===== config.mk =====
export PLATFORM = sky130hd
export DESIGN_NAME = acq_serial_strings
export DESIGN_NICKNAME = d
export VERILOG_FILES = /design/src/hw/acq_strings_pkg.sv /design/src/hw/acq_serial_strings.sv
export SDC_FILE = /design/constraint.sdc
export NUM_CORES = 1
export LEC_CHECK = 0
export BUFFER_PORTS_ARGS = -buffer_cell sky130_fd_sc_hd__buf_2
export CORE_MARGIN = 2
export CORE_UTILIZATION = 40
export DETAILED_ROUTE_END_ITERATION = 12
export PLACE_DENSITY_LB_ADDON = 0.12
export SLEW_MARGIN = 25
export SYNTH_ARGS = -nofsm -noshare
export SYNTH_HDL_FRONTEND = slang
export SYNTH_SLANG_ARGS = --single-unit

===== constraint.sdc =====
create_clock -name clock -period 2.9 [get_ports clock]
set_input_delay 0.145 -clock clock [delete_from_list [all_inputs] [get_ports clock]]
set_output_delay 0.145 -clock clock [all_outputs]
set_load 0.1 [all_outputs]

===== src/hw/acq_strings_pkg.sv =====
package acq_strings_pkg;

	// String geometry
	localparam int STRING_BITS   = 32;
	localparam int TIMEBASE_BITS = 64;
	localparam int COUNT_BITS    = 27;
	localparam int MAX_CHANNELS  = 4;

	// Sampler channel string field positions
	localparam int SMP_LEVEL_LSB   = 0;
	localparam int SMP_LEVEL_MSB   = 9;
	localparam int SMP_SIGN_BIT    = 10;
	localparam int SMP_EDGE_BIT    = 11;
	localparam int SMP_ENABLE_BIT  = 12;
	localparam int SMP_OFFSET_LSB  = 13;
	localparam int SMP_OFFSET_MSB  = 23;
	localparam int SMP_X2_BIT      = 24;
	localparam int SMP_X5_BIT      = 25;
	localparam int SMP_X10_BIT     = 26;
	localparam int SMP_CLOSE_BIT   = 27;
	localparam int SMP_DITHER_BIT  = 28;

	// Trigger setup string field positions
	localparam int TRG_LEVEL_LSB  = 0;
	localparam int TRG_LEVEL_MSB  = 9;
	localparam int TRG_SIGN_BIT   = 10;
	localparam int TRG_SLOPE_BIT  = 11;
	localparam int TRG_ENABLE_BIT = 12;
	localparam int TRG_INVERT_BIT = 13;

	// Holdoff setup string field positions
	localparam int HLD_SRC_LSB   = 0;
	localparam int HLD_SRC_MSB   = 1;
	localparam int HLD_COUNT_LSB = 2;
	localparam int HLD_COUNT_MSB = 28;

	// Timebase words: first word carries pre count and post bits 0-6
	localparam int TB1_PRE_LSB   = 0;
	localparam int TB1_PRE_MSB   = 23;
	localparam int TB1_POST_LSB  = 25;
	localparam int TB1_POST_MSB  = 31;
	localparam int TB2_POST_LSB  = 0;
	localparam int TB2_POST_MSB  = 16;

	// Target select codes on the select pins
	typedef enum logic [2:0] {
		TGT_TRIGGER  = 3'h0,
		TGT_HOLDOFF  = 3'h1,
		TGT_TIMEBASE = 3'h2,
		TGT_IDLE     = 3'h3,
		TGT_SAMPLER0 = 3'h4,
		TGT_SAMPLER1 = 3'h5,
		TGT_SAMPLER2 = 3'h6,
		TGT_SAMPLER3 = 3'h7
	} target_type;

	typedef enum logic [1:0] {
		HOLD_UNUSED = 2'h0,
		HOLD_TIME   = 2'h1,
		HOLD_EVENTS = 2'h2,
		HOLD_OPTION = 2'h3
	} holdoff_src_type;

	typedef struct packed {
		logic [9:0]  trig_level;
		logic        level_sign;
		logic        edge_polarity;
		logic        trig_enable_n;
		logic [10:0] offset;
		logic        atten_stage_two_n;
		logic        atten_stage_five_n;
		logic        atten_stage_ten_n;
		logic        close_input_n;
		logic        dither;
	} sampler_ctrl_type;

	typedef struct packed {
		logic [9:0] trig_level;
		logic       level_sign;
		logic       slope;
		logic       trig_enable_n;
		logic       invert;
	} trigger_ctrl_type;

	typedef struct packed {
		holdoff_src_type source;
		logic [26:0]     count;
	} holdoff_ctrl_type;

	typedef struct packed {
		logic [23:0] pre_count;
		logic [23:0] post_count;
	} timebase_ctrl_type;

	// Values after reset: triggers disabled, attenuator open, all counts zero
	localparam sampler_ctrl_type SAMPLER_RESET = '{10'h000, 1'b0, 1'b0, 1'b1, 11'h000,
		1'b1, 1'b1, 1'b1, 1'b1, 1'b0};
	localparam trigger_ctrl_type TRIGGER_RESET = '{10'h000, 1'b0, 1'b0, 1'b1, 1'b0};
	localparam holdoff_ctrl_type HOLDOFF_RESET = '{HOLD_UNUSED, 27'h0000000};
	localparam timebase_ctrl_type TIMEBASE_RESET = '{24'h000000, 24'h000000};
	localparam logic [6:0] BIT_COUNT_RESET = 7'h00;

	// Gray count to binary, walking down from the top bit
	function automatic logic [COUNT_BITS-1:0] gray_to_binary(input logic [COUNT_BITS-1:0] g);
		logic [COUNT_BITS-1:0] b;
		b = g;
		for (int i = COUNT_BITS - 2; i >= 0; i--)
			b[i] = b[i+1] ^ g[i];
		return b;
	endfunction : gray_to_binary

endpackage : acq_strings_pkg


===== src/hw/acq_serial_strings.sv =====
`timescale 1ns/1ps
// How it works
// - Each string enters bit 0 first and its top bit last.
// - Every sampler channel has its own latched string, set independently.
// - Sampler bits 0-9 give trigger level, bit 10 its sign, bit 11 the edge polarity.
// - Sampler bit 12 low enables the trigger, bits 13-23 the offset, bits 29-31 ignored.
// - Sampler bits 24-26 pick the x2, x5, x10 stages low true, 27 closes input, 28 dither.
// - Trigger string bits 0-9 level, bit 10 sign, bit 11 slope, high meaning positive.
// - Trigger string bit 12 low enables, bit 13 inverts, bits 14-31 ignored.
// - Holdoff bits 0-1 pick the source, bits 2-28 the count, bits 29-31 ignored.
// - Timebase word 1 holds pre count 0-23 at 0-23, ignores 24, post 0-6 at 25-31.
// - Timebase word 2 holds post count 7-23 at 0-16, joined with word 1, rest ignored.
// - Strings take effect on the latch strobe, timebase strings on a run/stop toggle.
// - Holdoff and timebase counts arrive in Gray code, sampler fields plain.
module acq_serial_strings
	import acq_strings_pkg::*;
#(
	parameter int CHANNELS = 2
)(
	// Clock and reset
	input  wire logic                               clock,
	input  wire logic                               rst_n,
	// Serial pins from the processor board
	input  wire logic                               shift_clock_pin,
	input  wire logic                               serial_data_pin,
	input  wire logic [2:0]                         target_select_pin,
	input  wire logic                               latch_strobe_pin,
	input  wire logic                               run_stop_pin,
	// Latched controls
	output acq_strings_pkg::sampler_ctrl_type       sampler_ctrl [CHANNELS],
	output acq_strings_pkg::trigger_ctrl_type       trigger_ctrl,
	output acq_strings_pkg::holdoff_ctrl_type       holdoff_ctrl,
	output acq_strings_pkg::timebase_ctrl_type      timebase_ctrl,
	output wire logic                               run_state,
	// Shift progress
	output wire logic [6:0]                         bit_count
);
	import acq_strings_pkg::*;

	// Synchroniser stages
	logic [4:0]  pin_meta_reg;
	logic [4:0]  pin_sync_reg;
	logic        shift_clock_last_reg;
	logic        strobe_last_reg;
	logic        run_last_reg;

	// Data paths
	logic [STRING_BITS-1:0]   shift_reg;
	logic [TIMEBASE_BITS-1:0] tb_shift_reg;
	logic [6:0]               bit_count_reg;
	logic [6:0]               bit_count_next;
	target_type               target_reg;

	// Latched state
	sampler_ctrl_type         sampler_reg [CHANNELS];
	trigger_ctrl_type         trigger_reg;
	holdoff_ctrl_type         holdoff_reg;
	timebase_ctrl_type        timebase_reg;

	// Decoded events
	logic        shift_clock_s;
	logic        serial_data_s;
	target_type  target_s;
	logic        strobe_s;
	logic        run_s;
	logic        shift_edge;
	logic        latch_edge;
	logic        run_toggle;
	logic        target_change;

	// Gray decode of the counts, combinational, taken into the stores on the strobe or the run/stop toggle
	logic [COUNT_BITS-1:0] holdoff_bin;
	logic [COUNT_BITS-1:0] pre_bin;
	logic [COUNT_BITS-1:0] post_bin;
	logic [STRING_BITS-1:0] tb_word1;
	logic [STRING_BITS-1:0] tb_word2;

	// Gray words before decoding
	logic [23:0]            pre_gray;
	logic [23:0]            post_gray;

	// Latch and shift enables, one per store; codes with no store fall through
	logic                   latch_trigger;
	logic                   latch_holdoff;
	logic [CHANNELS-1:0]    latch_sampler;
	logic                   shift_string;
	logic                   shift_timebase;

	// Two flops on every pin; the first stage feeds only the second
	always_ff @(posedge clock)
	begin
		if (!rst_n)
		begin
			pin_meta_reg <= 5'h00;
			pin_sync_reg <= 5'h00;
		end
		else
		begin
			pin_meta_reg <= {run_stop_pin, latch_strobe_pin, target_select_pin[0],
				serial_data_pin, shift_clock_pin};
			pin_sync_reg <= pin_meta_reg;
		end
	end

	// Target select bits 1-2 are synchronised separately to keep the flop vector short
	logic [1:0] sel_meta_reg;
	logic [1:0] sel_sync_reg;

	// Same two stages for the upper select bits
	always_ff @(posedge clock)
	begin
		if (!rst_n)
		begin
			sel_meta_reg <= 2'h0;
			sel_sync_reg <= 2'h0;
		end
		else
		begin
			sel_meta_reg <= target_select_pin[2:1];
			sel_sync_reg <= sel_meta_reg;
		end
	end

	// Name the synchronised pins
	assign shift_clock_s = pin_sync_reg[0];
	assign serial_data_s = pin_sync_reg[1];
	assign target_s      = target_type'({sel_sync_reg, pin_sync_reg[2]});
	assign strobe_s      = pin_sync_reg[3];
	assign run_s         = pin_sync_reg[4];

	// Edge history, read only after the second stage
	always_ff @(posedge clock)
	begin
		if (!rst_n)
		begin
			shift_clock_last_reg <= 1'b0;
			strobe_last_reg      <= 1'b0;
			run_last_reg         <= 1'b0;
		end
		else
		begin
			shift_clock_last_reg <= shift_clock_s;
			strobe_last_reg      <= strobe_s;
			run_last_reg         <= run_s;
		end
	end

	// Data and clock go through equal depth, so data is taken as it stood at the edge
	assign shift_edge    = shift_clock_s & ~shift_clock_last_reg;
	assign latch_edge    = strobe_s & ~strobe_last_reg;
	assign run_toggle    = run_s ^ run_last_reg;
	assign target_change = (target_s != target_reg);

	// Decode what a strobe or shift is aimed at; timebase and idle take no strobe
	assign latch_trigger  = latch_edge && (target_s == TGT_TRIGGER);
	assign latch_holdoff  = latch_edge && (target_s == TGT_HOLDOFF);
	assign shift_timebase = shift_edge && (target_s == TGT_TIMEBASE);
	assign shift_string   = shift_edge && (target_s != TGT_TIMEBASE)
		&& (target_s != TGT_IDLE);

	// Remember which string is being loaded
	always_ff @(posedge clock)
	begin
		if (!rst_n)
			target_reg <= TGT_IDLE;
		else
			target_reg <= target_s;
	end

	// Shared string shifter: new bit enters the top, so bit 0 lands at the bottom
	always_ff @(posedge clock)
	begin
		if (!rst_n)
			shift_reg <= '0;
		else if (shift_string)
			shift_reg <= {serial_data_s, shift_reg[STRING_BITS-1:1]};
	end

	// Timebase chain holds both words; the first word shifted ends at the bottom
	always_ff @(posedge clock)
	begin
		if (!rst_n)
			tb_shift_reg <= '0;
		else if (shift_timebase)
			tb_shift_reg <= {serial_data_s, tb_shift_reg[TIMEBASE_BITS-1:1]};
	end

	// Bit progress, restarted when the target changes, on any rising strobe edge or on a run/stop toggle
	always_comb
	begin
		bit_count_next = bit_count_reg;
		if (target_change || latch_edge || run_toggle)
			bit_count_next = BIT_COUNT_RESET;
		else if (shift_edge && target_s != TGT_IDLE && bit_count_reg != 7'h7F)
			bit_count_next = bit_count_reg + 7'h01;
	end

	// Count register; saturates so a runaway stream never wraps to zero
	always_ff @(posedge clock)
	begin
		if (!rst_n)
			bit_count_reg <= BIT_COUNT_RESET;
		else
			bit_count_reg <= bit_count_next;
	end

	// Split the timebase chain into its two words
	assign tb_word2 = tb_shift_reg[STRING_BITS-1:0];
	assign tb_word1 = tb_shift_reg[TIMEBASE_BITS-1:STRING_BITS];

	// Post count is spread over both words, its low seven bits in word 1
	assign pre_gray  = tb_word1[TB1_PRE_MSB:TB1_PRE_LSB];
	assign post_gray = {tb_word2[TB2_POST_MSB:TB2_POST_LSB],
		tb_word1[TB1_POST_MSB:TB1_POST_LSB]};

	// Counts are carried in Gray code and stored as binary
	assign holdoff_bin = gray_to_binary(shift_reg[HLD_COUNT_MSB:HLD_COUNT_LSB]);
	assign pre_bin     = gray_to_binary({3'h0, pre_gray});
	assign post_bin    = gray_to_binary({3'h0, post_gray});

	// One latched register per sampler channel
	generate
		for (genvar ch = 0; ch < CHANNELS; ch++)
		begin : g_sampler
			localparam logic [2:0] CODE = 3'(int'(TGT_SAMPLER0) + ch);

			// Strobe aimed at this channel only
			assign latch_sampler[ch] = latch_edge && target_s == target_type'(CODE);

			always_ff @(posedge clock)
			begin
				if (!rst_n)
					sampler_reg[ch] <= SAMPLER_RESET;
				else if (latch_sampler[ch])
				begin
					sampler_reg[ch].trig_level         <=
						shift_reg[SMP_LEVEL_MSB:SMP_LEVEL_LSB];
					sampler_reg[ch].level_sign         <= shift_reg[SMP_SIGN_BIT];
					sampler_reg[ch].edge_polarity      <= shift_reg[SMP_EDGE_BIT];
					sampler_reg[ch].trig_enable_n      <= shift_reg[SMP_ENABLE_BIT];
					sampler_reg[ch].offset             <=
						shift_reg[SMP_OFFSET_MSB:SMP_OFFSET_LSB];
					sampler_reg[ch].atten_stage_two_n  <= shift_reg[SMP_X2_BIT];
					sampler_reg[ch].atten_stage_five_n <= shift_reg[SMP_X5_BIT];
					sampler_reg[ch].atten_stage_ten_n  <= shift_reg[SMP_X10_BIT];
					sampler_reg[ch].close_input_n      <= shift_reg[SMP_CLOSE_BIT];
					sampler_reg[ch].dither             <= shift_reg[SMP_DITHER_BIT];
				end
			end

			// Output straight from the channel's flops
			assign sampler_ctrl[ch] = sampler_reg[ch];
		end
	endgenerate

	// Trigger setup latch; upper bits of the string are dropped
	always_ff @(posedge clock)
	begin
		if (!rst_n)
			trigger_reg <= TRIGGER_RESET;
		else if (latch_trigger)
		begin
			trigger_reg.trig_level    <= shift_reg[TRG_LEVEL_MSB:TRG_LEVEL_LSB];
			trigger_reg.level_sign    <= shift_reg[TRG_SIGN_BIT];
			trigger_reg.slope         <= shift_reg[TRG_SLOPE_BIT];
			trigger_reg.trig_enable_n <= shift_reg[TRG_ENABLE_BIT];
			trigger_reg.invert        <= shift_reg[TRG_INVERT_BIT];
		end
	end

	// Holdoff setup latch
	always_ff @(posedge clock)
	begin
		if (!rst_n)
			holdoff_reg <= HOLDOFF_RESET;
		else if (latch_holdoff)
		begin
			holdoff_reg.source <= holdoff_src_type'(shift_reg[HLD_SRC_MSB:HLD_SRC_LSB]);
			holdoff_reg.count  <= holdoff_bin;
		end
	end

	// Timebase words ignore the strobe and take effect on any run/stop change
	always_ff @(posedge clock)
	begin
		if (!rst_n)
			timebase_reg <= TIMEBASE_RESET;
		else if (run_toggle)
		begin
			timebase_reg.pre_count  <= pre_bin[23:0];
			timebase_reg.post_count <= post_bin[23:0];
		end
	end

	// Run level is shown from the edge register, a clock after synchronising; starting capture is the processor's call
	assign run_state     = run_last_reg;
	assign trigger_ctrl  = trigger_reg;
	assign holdoff_ctrl  = holdoff_reg;
	assign timebase_ctrl = timebase_reg;
	assign bit_count     = bit_count_reg;

endmodule : acq_serial_strings


# --- Word level (Yosys, flattened, before mapping) ---
# Memory sizes are Yosys's and may differ from the RTL's.
# Cells that the tools add are included.
op_classes:
  add_sub_neg: 1
  n_eq_ne: 8
  muxes: 27
  n_bitwise: 98
  reduce_logical: 13
ops:
  columns: ["op", "n"]
  rows:
  - ["1-bit bitwise XOR", 73]
  - ["1-bit 2-to-1 mux", 23]
  - ["11-bit 2-to-1 mux", 2]
  - ["10-bit 2-to-1 mux", 2]
  - ["1-bit bitwise OR", 20]
  - ["1-bit logical AND", 9]
  - ["7-bit by 1-bit adder with 7-bit output, second input constant", 1]
  - ["7-bit inequality test, second input constant", 1]
  - ["3-bit == test, second input constant", 2]
  - ["3-bit by 2-bit inequality test with 1-bit output, second input constant", 2]
  - ["3-bit by 1-bit == test with 1-bit output, second input constant", 1]
  - ["3-bit by 2-bit == test with 1-bit output, second input constant", 1]
  - ["3-bit zero test", 1]
  - ["3-bit inequality test", 1]
  - ["1-bit NOT", 3]
  - ["1-bit AND", 2]
  - ["1-bit logical OR", 2]
  - ["2-bit OR reduction", 1]
totals:
  ff_bits: 214
  ram_bits: 58
  in_bits: 9
  out_inout_bits: 157
  memories: 1
mem_list:
  columns: ["name", "depth", "width", "rd", "rd_ports_with_merged_regs", "write_ports", "line_no", "text"]
  rows:
  - ["sampler_reg", 2, 29, 2, 0, 2, "acq_serial_strings.sv:55", "sampler_ctrl_type sampler_reg [CHANNELS];"]

# --- Longest topological paths before layout ---
# Gate-level depths: netlist of run 1.
depth:
  depth_word: 26
  ltp_mapped: 8
  depth_no_buf: 6

# --- Worst setup path after synthesis of run 1 ---
# OpenSTA, ideal clock, no wires.
synth_timing:
  kind: "reg-to-reg"
  startpoint: "register tb_shift_reg[14]"
  endpoint: "register timebase_reg (netlist bit timebase_ctrl[0])"
  t_arrival_ps: 2547
  required_time_ps: 2782
  path_slack_ps: 235
  stages_incl_launch_ff: 7
  synth_period_minus_slack_ps: 2665
  path_cell_list: "dfxtp_1 > xor3_1 > xnor3_1 > xor2_2 > xor3_1 > or3_1 > o2111a_1"
synth_via:
  elab_chain_len: 22
synth_rtl:
  columns: ["element", "line_no", "text"]
  rows:
  - ["from (decl)", "acq_serial_strings.sv:49", "logic [TIMEBASE_BITS-1:0] tb_shift_reg;"]
  - ["from (signal assigned)", "acq_serial_strings.sv:185", "tb_shift_reg <= {serial_data_s, tb_shift_reg[TIMEBASE_BITS-1:1]};"]
  - ["1-bit bitwise XOR (22 in series)", "acq_strings_pkg.sv:108", "b[i] = b[i+1] ^ g[i];"]
  - ["to (decl)", "acq_serial_strings.sv:58", "timebase_ctrl_type timebase_reg;"]
# No other way between the ends.
# A chain may end at the register's enable or synchronous reset.

# --- Worst setup path in the final report of run 1 ---
layout_timing:
  startpoint: "register tb_shift_reg[55]"
  endpoint: "register timebase_reg (netlist bit timebase_ctrl[24])"
layout_via:
  elab_chain_len: 23
layout_rtl:
  columns: ["element", "line_no"]
  rows:
  - ["1-bit bitwise XOR (23 in series)", "acq_strings_pkg.sv:108"]
# No other way between the ends.

==> flow_summary.toml, run 1 <==
[yosys]
synthDistinctLibCells = 39
synth_edf_count = 58
syn-cell-area_um2 = 11000
ys.flop_type = "dfxtp_1"
ys_seq_area_share_pct = 55.0
ys.warnings.count = 0
synth-xor-area-share_pct = 14.2
yosys.area_share.simple_pct = 18.2
synth_top_family_by_area = "simple AND/OR/NAND/NOR gates"
synth-compound-area-share_pct = 9.60
synthCells = 1126
synth_mux_area_share_pct = 0.0913
synth_fp_nets = 1136
syn_area_per_cell_um2 = 9.73
async_flop_share_pct = 0
synthAdderAreaFrac_pct = 0.114
ys_ff_latch = 272

[worst_setup_path]
cp_slowest_cell = "xnor3_4"
cp_max_fo = 7
end_kind = "flop"
crit_type = "flop to flop"
startpoint_type = "flop"
cp_data_required_time_ns = 3.38
critPathTopFamily = "XOR/XNOR gates"
cp.arrival_ns = 3.16
path_buf_inv = 0
max_stage_delay_ns = 0.58
crit_chain = "xor3_2 -> xnor3_2 -> xnor3_4 -> xnor3_1 -> xor2_1 -> a21oi_1"

[global_route]
grt_first_pass_wirelength_um = 40600
track_usage_pct = 17.5
grt_antenna_before_repair = 0
grt_max_degree = 82
grt-ovfl-total = 0
grt_pass1_vias = 7572

[timing]
relSlewSlack_pct = 54.7
fin_worst_skew_ns = 0.0126
tns_ns = 0
timing.hold.ws_ns = 0.0992
grt_setup_unrepaired = "false"
hold_viol = 0
worstMarginPinSlew_ns = 0.680
finalCriticalPeriod_ns = 2.68
maxSlewViolCount = 0
max_freq_mhz = 373
setup_viol = 0
post-route-period-util_pct = 92.5

[power]
p_leak_uw = 0.00504
p_per_area_nw_per_um2 = 622
vdd_ir_drop_max_v = 0.000392

[job]
maxCapViolCount = 0

[floorplanning]
initial_utilization_pct = 40.7
dieHeight_um = 170
die-area_um2 = 28700
num_rows = 60
die_w_um = 170
pin_count = 166
core_area_um2 = 27000

[route]
drt-vias-per-instance = 4.88
num_vias = 8008
post-route-drc-count = 0
wl_met2_um = 11300
detail-route-antenna-nets = 0
highest_layer = "met4"
firstDrtPassIters = 4
routed_wl_um = 25500
avgRoutedWirePerCell_um = 15.5
wl_met3_um = 1180
m1WireLength_um = 12500
first_iter_violations = 514

[cts]
postCtsHoldBufs = 7
clk-insertion-delay-late_ns = 0.55
post_cts_buffers = 0
clk_path_buf_depth = 3
ctsResizeCount = 0
clock-root-buffer = "clkbuf_16"
cts_buffers = 30
htreeDepth = 1
clk_pin_slew_ns = 0.06
cts_tree = "yes"
numClockSinks = 272

[cells_and_area]
largest_register_ffs = 64
diodes = 0
final_layout_size_suffix_gt1_share_pct = 18.8
syn_to_final_growth_pct = 20.1
layout.nets = 1288

[place]
place_hpwl_um = 16800
globalplace.congestion = 0.751
numPortBuffers = 165

[worst_hold_path]
hp-class = "input port to flop"

[outcome]
outcome = "complete, no violations"
==> routing by layer <==
metal | track usage (%) | vias up
li1 | - | 4049
met1 | 24.9 | 3746
met2 | 27.6 | 173
met3 | 2.78 | 40
met4 | 5.17 | 0
met5 | 0 | -
==> metrics by stage <==
stage                     power [µW]  instances  worst slack, ns  instance area [µm²]  util (%)
after floorplan                 4550       1126            0.235                11000         -
after global placement          4670       1580            0.264                12200      45.1
after detailed placement        4680       1580            0.238                12200      45.1
after CTS                       8290       1642            0.211                13200      48.8
after global routing            8470       1642           0.0654                13200      48.8
final                           8180       1642            0.218                13200      48.8
==> worst reg2reg max path: cells and delay by family (launching register included) <==
family	cells	cell delay (ns)
AO/OA/AOI/OAI	1	0.14
XOR/XNOR	5	2.08
flip-flops	1	0.39
==> power breakdown <==
| group | switching (µW) | internal, µW |
|---|---|---|
| registers | 29.7 | 3920 |
| clock network | 1470 | 2120 |
| logic | 549 | 92.2 |
==> Yosys cell counts (2+ instances only) <==
cell	number	share of area, %
nand2_1	290	9.9
dfxtp_1	214	39
a21oi_1	150	6.9
clkbuf_1	73	2.5
and2_1	66	3.8
xnor2_1	62	5.0
edfxtp_1	58	16
nor2_1	43	1.5
xor2_1	25	2.0
a211oi_1	24	1.6
xnor3_1	16	3.3
or3_1	14	0.80
nand3_1	13	0.59
o21ai_0	13	0.59
xor3_1	12	2.6
nand2b_1	8	0.46
nor3_1	8	0.37
nand4_1	5	0.29
o211ai_1	4	0.27
buf_1	3	0.10
and3_1	2	0.11
inv_1	2	0.069
nor4_1	2	0.11
or2_2	2	0.11
xnor2_2	2	0.30
xnor3_2	2	0.43
==> path summary, 6_finish.rpt <==
path	from	endpoint	slack, ns	depth (start not counted)
min reg2reg	pin_meta_reg[0]	pin_sync_reg[0]	0.43	1
max	tb_shift_reg[55]	timebase_ctrl[24]	0.22	6
max reg2reg	tb_shift_reg[55]	timebase_ctrl[24]	0.22	6
min	rst_n	timebase_ctrl[43]	0.1	3
==> cells in the final DEF (no fill, tap or decap), types with 3 or more instances in the layout <==
cell,instances
a211oi_1,24
a21oi_1,150
and2_1,66
buf_2,165
buf_4,25
clkbuf_1,14
clkbuf_16,31
clkbuf_8,3
clkinv_1,3
clkinv_2,3
dfxtp_1,214
dlygate4sd3_1,7
edfxtp_1,58
nand2_1,290
nand2b_1,8
nand3_1,13
nand4_1,5
nor2_1,42
nor3_1,7
o211ai_1,4
o21ai_0,13
or3_1,13
xnor2_1,61
xnor2_2,3
xnor3_1,16
xor2_1,24
xor3_1,12
==> cell families after synthesis <==
logic type	Yosys count
multiplexers	1
AO/OA/AOI/OAI	194
adder cells (fa/ha/maj)	1
XOR/XNOR	122
buffers and inverters	80
AND/OR/NAND/NOR	456
flip-flops	272
==> layout make-up <==
type                            count  area [µm²]
Timing Repair Buffer              198        1100
Multi-Input combinational cell    774        4670
Inverter                            2        12.5
Clock buffer                       48         870
Tap cell                          341         427
Sequential cell                   272        6030
Fill cell                        2588       13800
Clock inverter                      7        56.3
Power figures use the tool's default switching activity.
==> run 2, diff against run 1 <==
Settings changed: CORE_UTILIZATION 40 to 33.
==> flow_summary.toml, run 2 (synthesized netlist as in run 1, its figures left out) <==
[cts]
postCtsHoldBufs = 7
post_cts_buffers = 0
htreeDepth = 1
numClockSinks = 272
clk_pin_slew_ns = 0.06
clk_path_buf_depth = 3
cts_buffers = 31
cts_tree = "yes"
ctsResizeCount = 0
clk-insertion-delay-late_ns = 0.55
clock-root-buffer = "clkbuf_16"

[floorplanning]
die_w_um = 186
initial_utilization_pct = 33.6
core_area_um2 = 32600
die-area_um2 = 34700
dieHeight_um = 186
pin_count = 166
num_rows = 66

[timing]
max_freq_mhz = 375
timing.hold.ws_ns = 0.0831
fin_worst_skew_ns = 0.00675
setup_viol = 0
relSlewSlack_pct = 37.2
post-route-period-util_pct = 91.9
tns_ns = 0
maxSlewViolCount = 0
finalCriticalPeriod_ns = 2.66
hold_viol = 0
grt_setup_unrepaired = "false"
worstMarginPinSlew_ns = 0.937

[cells_and_area]
syn_to_final_growth_pct = 21.8
fin_cells = 1746
final_layout_size_suffix_gt1_share_pct = 19.2
final_common_cell = "nand2_1"
final_cell_mix = "290 x nand2_1, 214 x dfxtp_1, 165 x buf_2"
nFillCells = 3262
diodes = 0
final_area_um2 = 13400
layout.nets = 1289
largest_register_ffs = 64

[outcome]
outcome = "complete, no violations"

[worst_setup_path]
end_kind = "flop"
cp.arrival_ns = 3.08
crit_type = "flop to flop"
cp_data_required_time_ns = 3.31
cp_max_fo = 8
startpoint_type = "flop"

[route]
wl_met3_um = 1600
firstDrtPassIters = 5
highest_layer = "met4"
m1WireLength_um = 12700
post-route-drc-count = 0
first_iter_violations = 411
detail-route-antenna-nets = 0
routed_wl_um = 27500
num_vias = 8020
avgRoutedWirePerCell_um = 15.8
drt-vias-per-instance = 4.59
wl_met2_um = 12900

[global_route]
grt_pass1_vias = 7785
grt_max_degree = 78
grt-ovfl-total = 0
grt_antenna_before_repair = 0
track_usage_pct = 15.7
grt_first_pass_wirelength_um = 43300

[place]
place_area_um2 = 12300
numPortBuffers = 165
place_inst = 1681
place_hpwl_um = 17800
globalplace.congestion = 0.705

[power]
p_per_area_nw_per_um2 = 627
p_leak_uw = 0.00507
vdd_ir_drop_max_v = 0.000470

[job]
maxCapViolCount = 0

[worst_hold_path]
hp-class = "input port to flop"
-- run 2: cell types whose count changed in the layout (fill, tap and decap cells not counted), moves of 2 or more --
cell and delta:
clkinv_1 +5, clkinv_2 +3, clkbuf_1 -8, clkbuf_8 -2, bufinv_16 +2
-- run 2: worst paths after layout --
| kind | from | end | slack [ns] | depth (start not counted) |
|---|---|---|---|---|
| setup / recovery | shift_reg[26] | holdoff_ctrl[5] | 0.24 | 6 |
| hold reg to reg | pin_meta_reg[4] | pin_sync_reg[4] | 0.43 | 1 |
| hold / removal | rst_n | timebase_ctrl[25] | 0.08 | 3 |
| setup reg to reg | shift_reg[26] | holdoff_ctrl[5] | 0.24 | 6 |
-- run 2: area by class of cell --
type / count / area, µm² / area share, %
sequential: 272 / 6030 / 45.1
multi-input combinational: 774 / 4670 / 35.0
timing repair buffer: 198 / 1100 / 8.27
clock buffer: 38 / 812 / 6.08
tap: 442 / 553 / 4.14
clock inverter: 20 / 175 / 1.31
inverter: 2 / 12.5 / 0.0937
-- run 2: stage by stage --
step                      total power (µW)  setup WS, ns  utilization (%)
after floorplan                       4550         0.235                -
after global placement                4680         0.317             37.7
after detailed placement              4680         0.246             37.7
after CTS                             8500         0.221             40.9
after global routing                  8700        0.0635             40.9
final                                 8370         0.235             40.9
-- run 2: critical path: stages (launching register included) --
cell and delay (ns):
dfxtp_1 0.42, xor3_1 0.43, xnor3_2 0.52, xnor3_1 0.59, xnor2_2 0.32, xnor2_1 0.15, a21oi_1 0.09
-- run 2: where the power goes --
part / switching (µW) / internal, µW / leakage, µW
clock: 1530 / 2240 / 0.000483
sequential: 29.8 / 3920 / 0.00230
combinational: 551 / 87.9 / 0.00229
-- run 2: metal layers --
| metal | up-vias | global-route usage [%] |
|---|---|---|
| li1 | 4051 | - |
| met2 | 154 | 26.4 |
| met5 | - | 0 |
| met1 | 3791 | 21.1 |
| met3 | 24 | 3.17 |
| met4 | 0 | 3.28 |
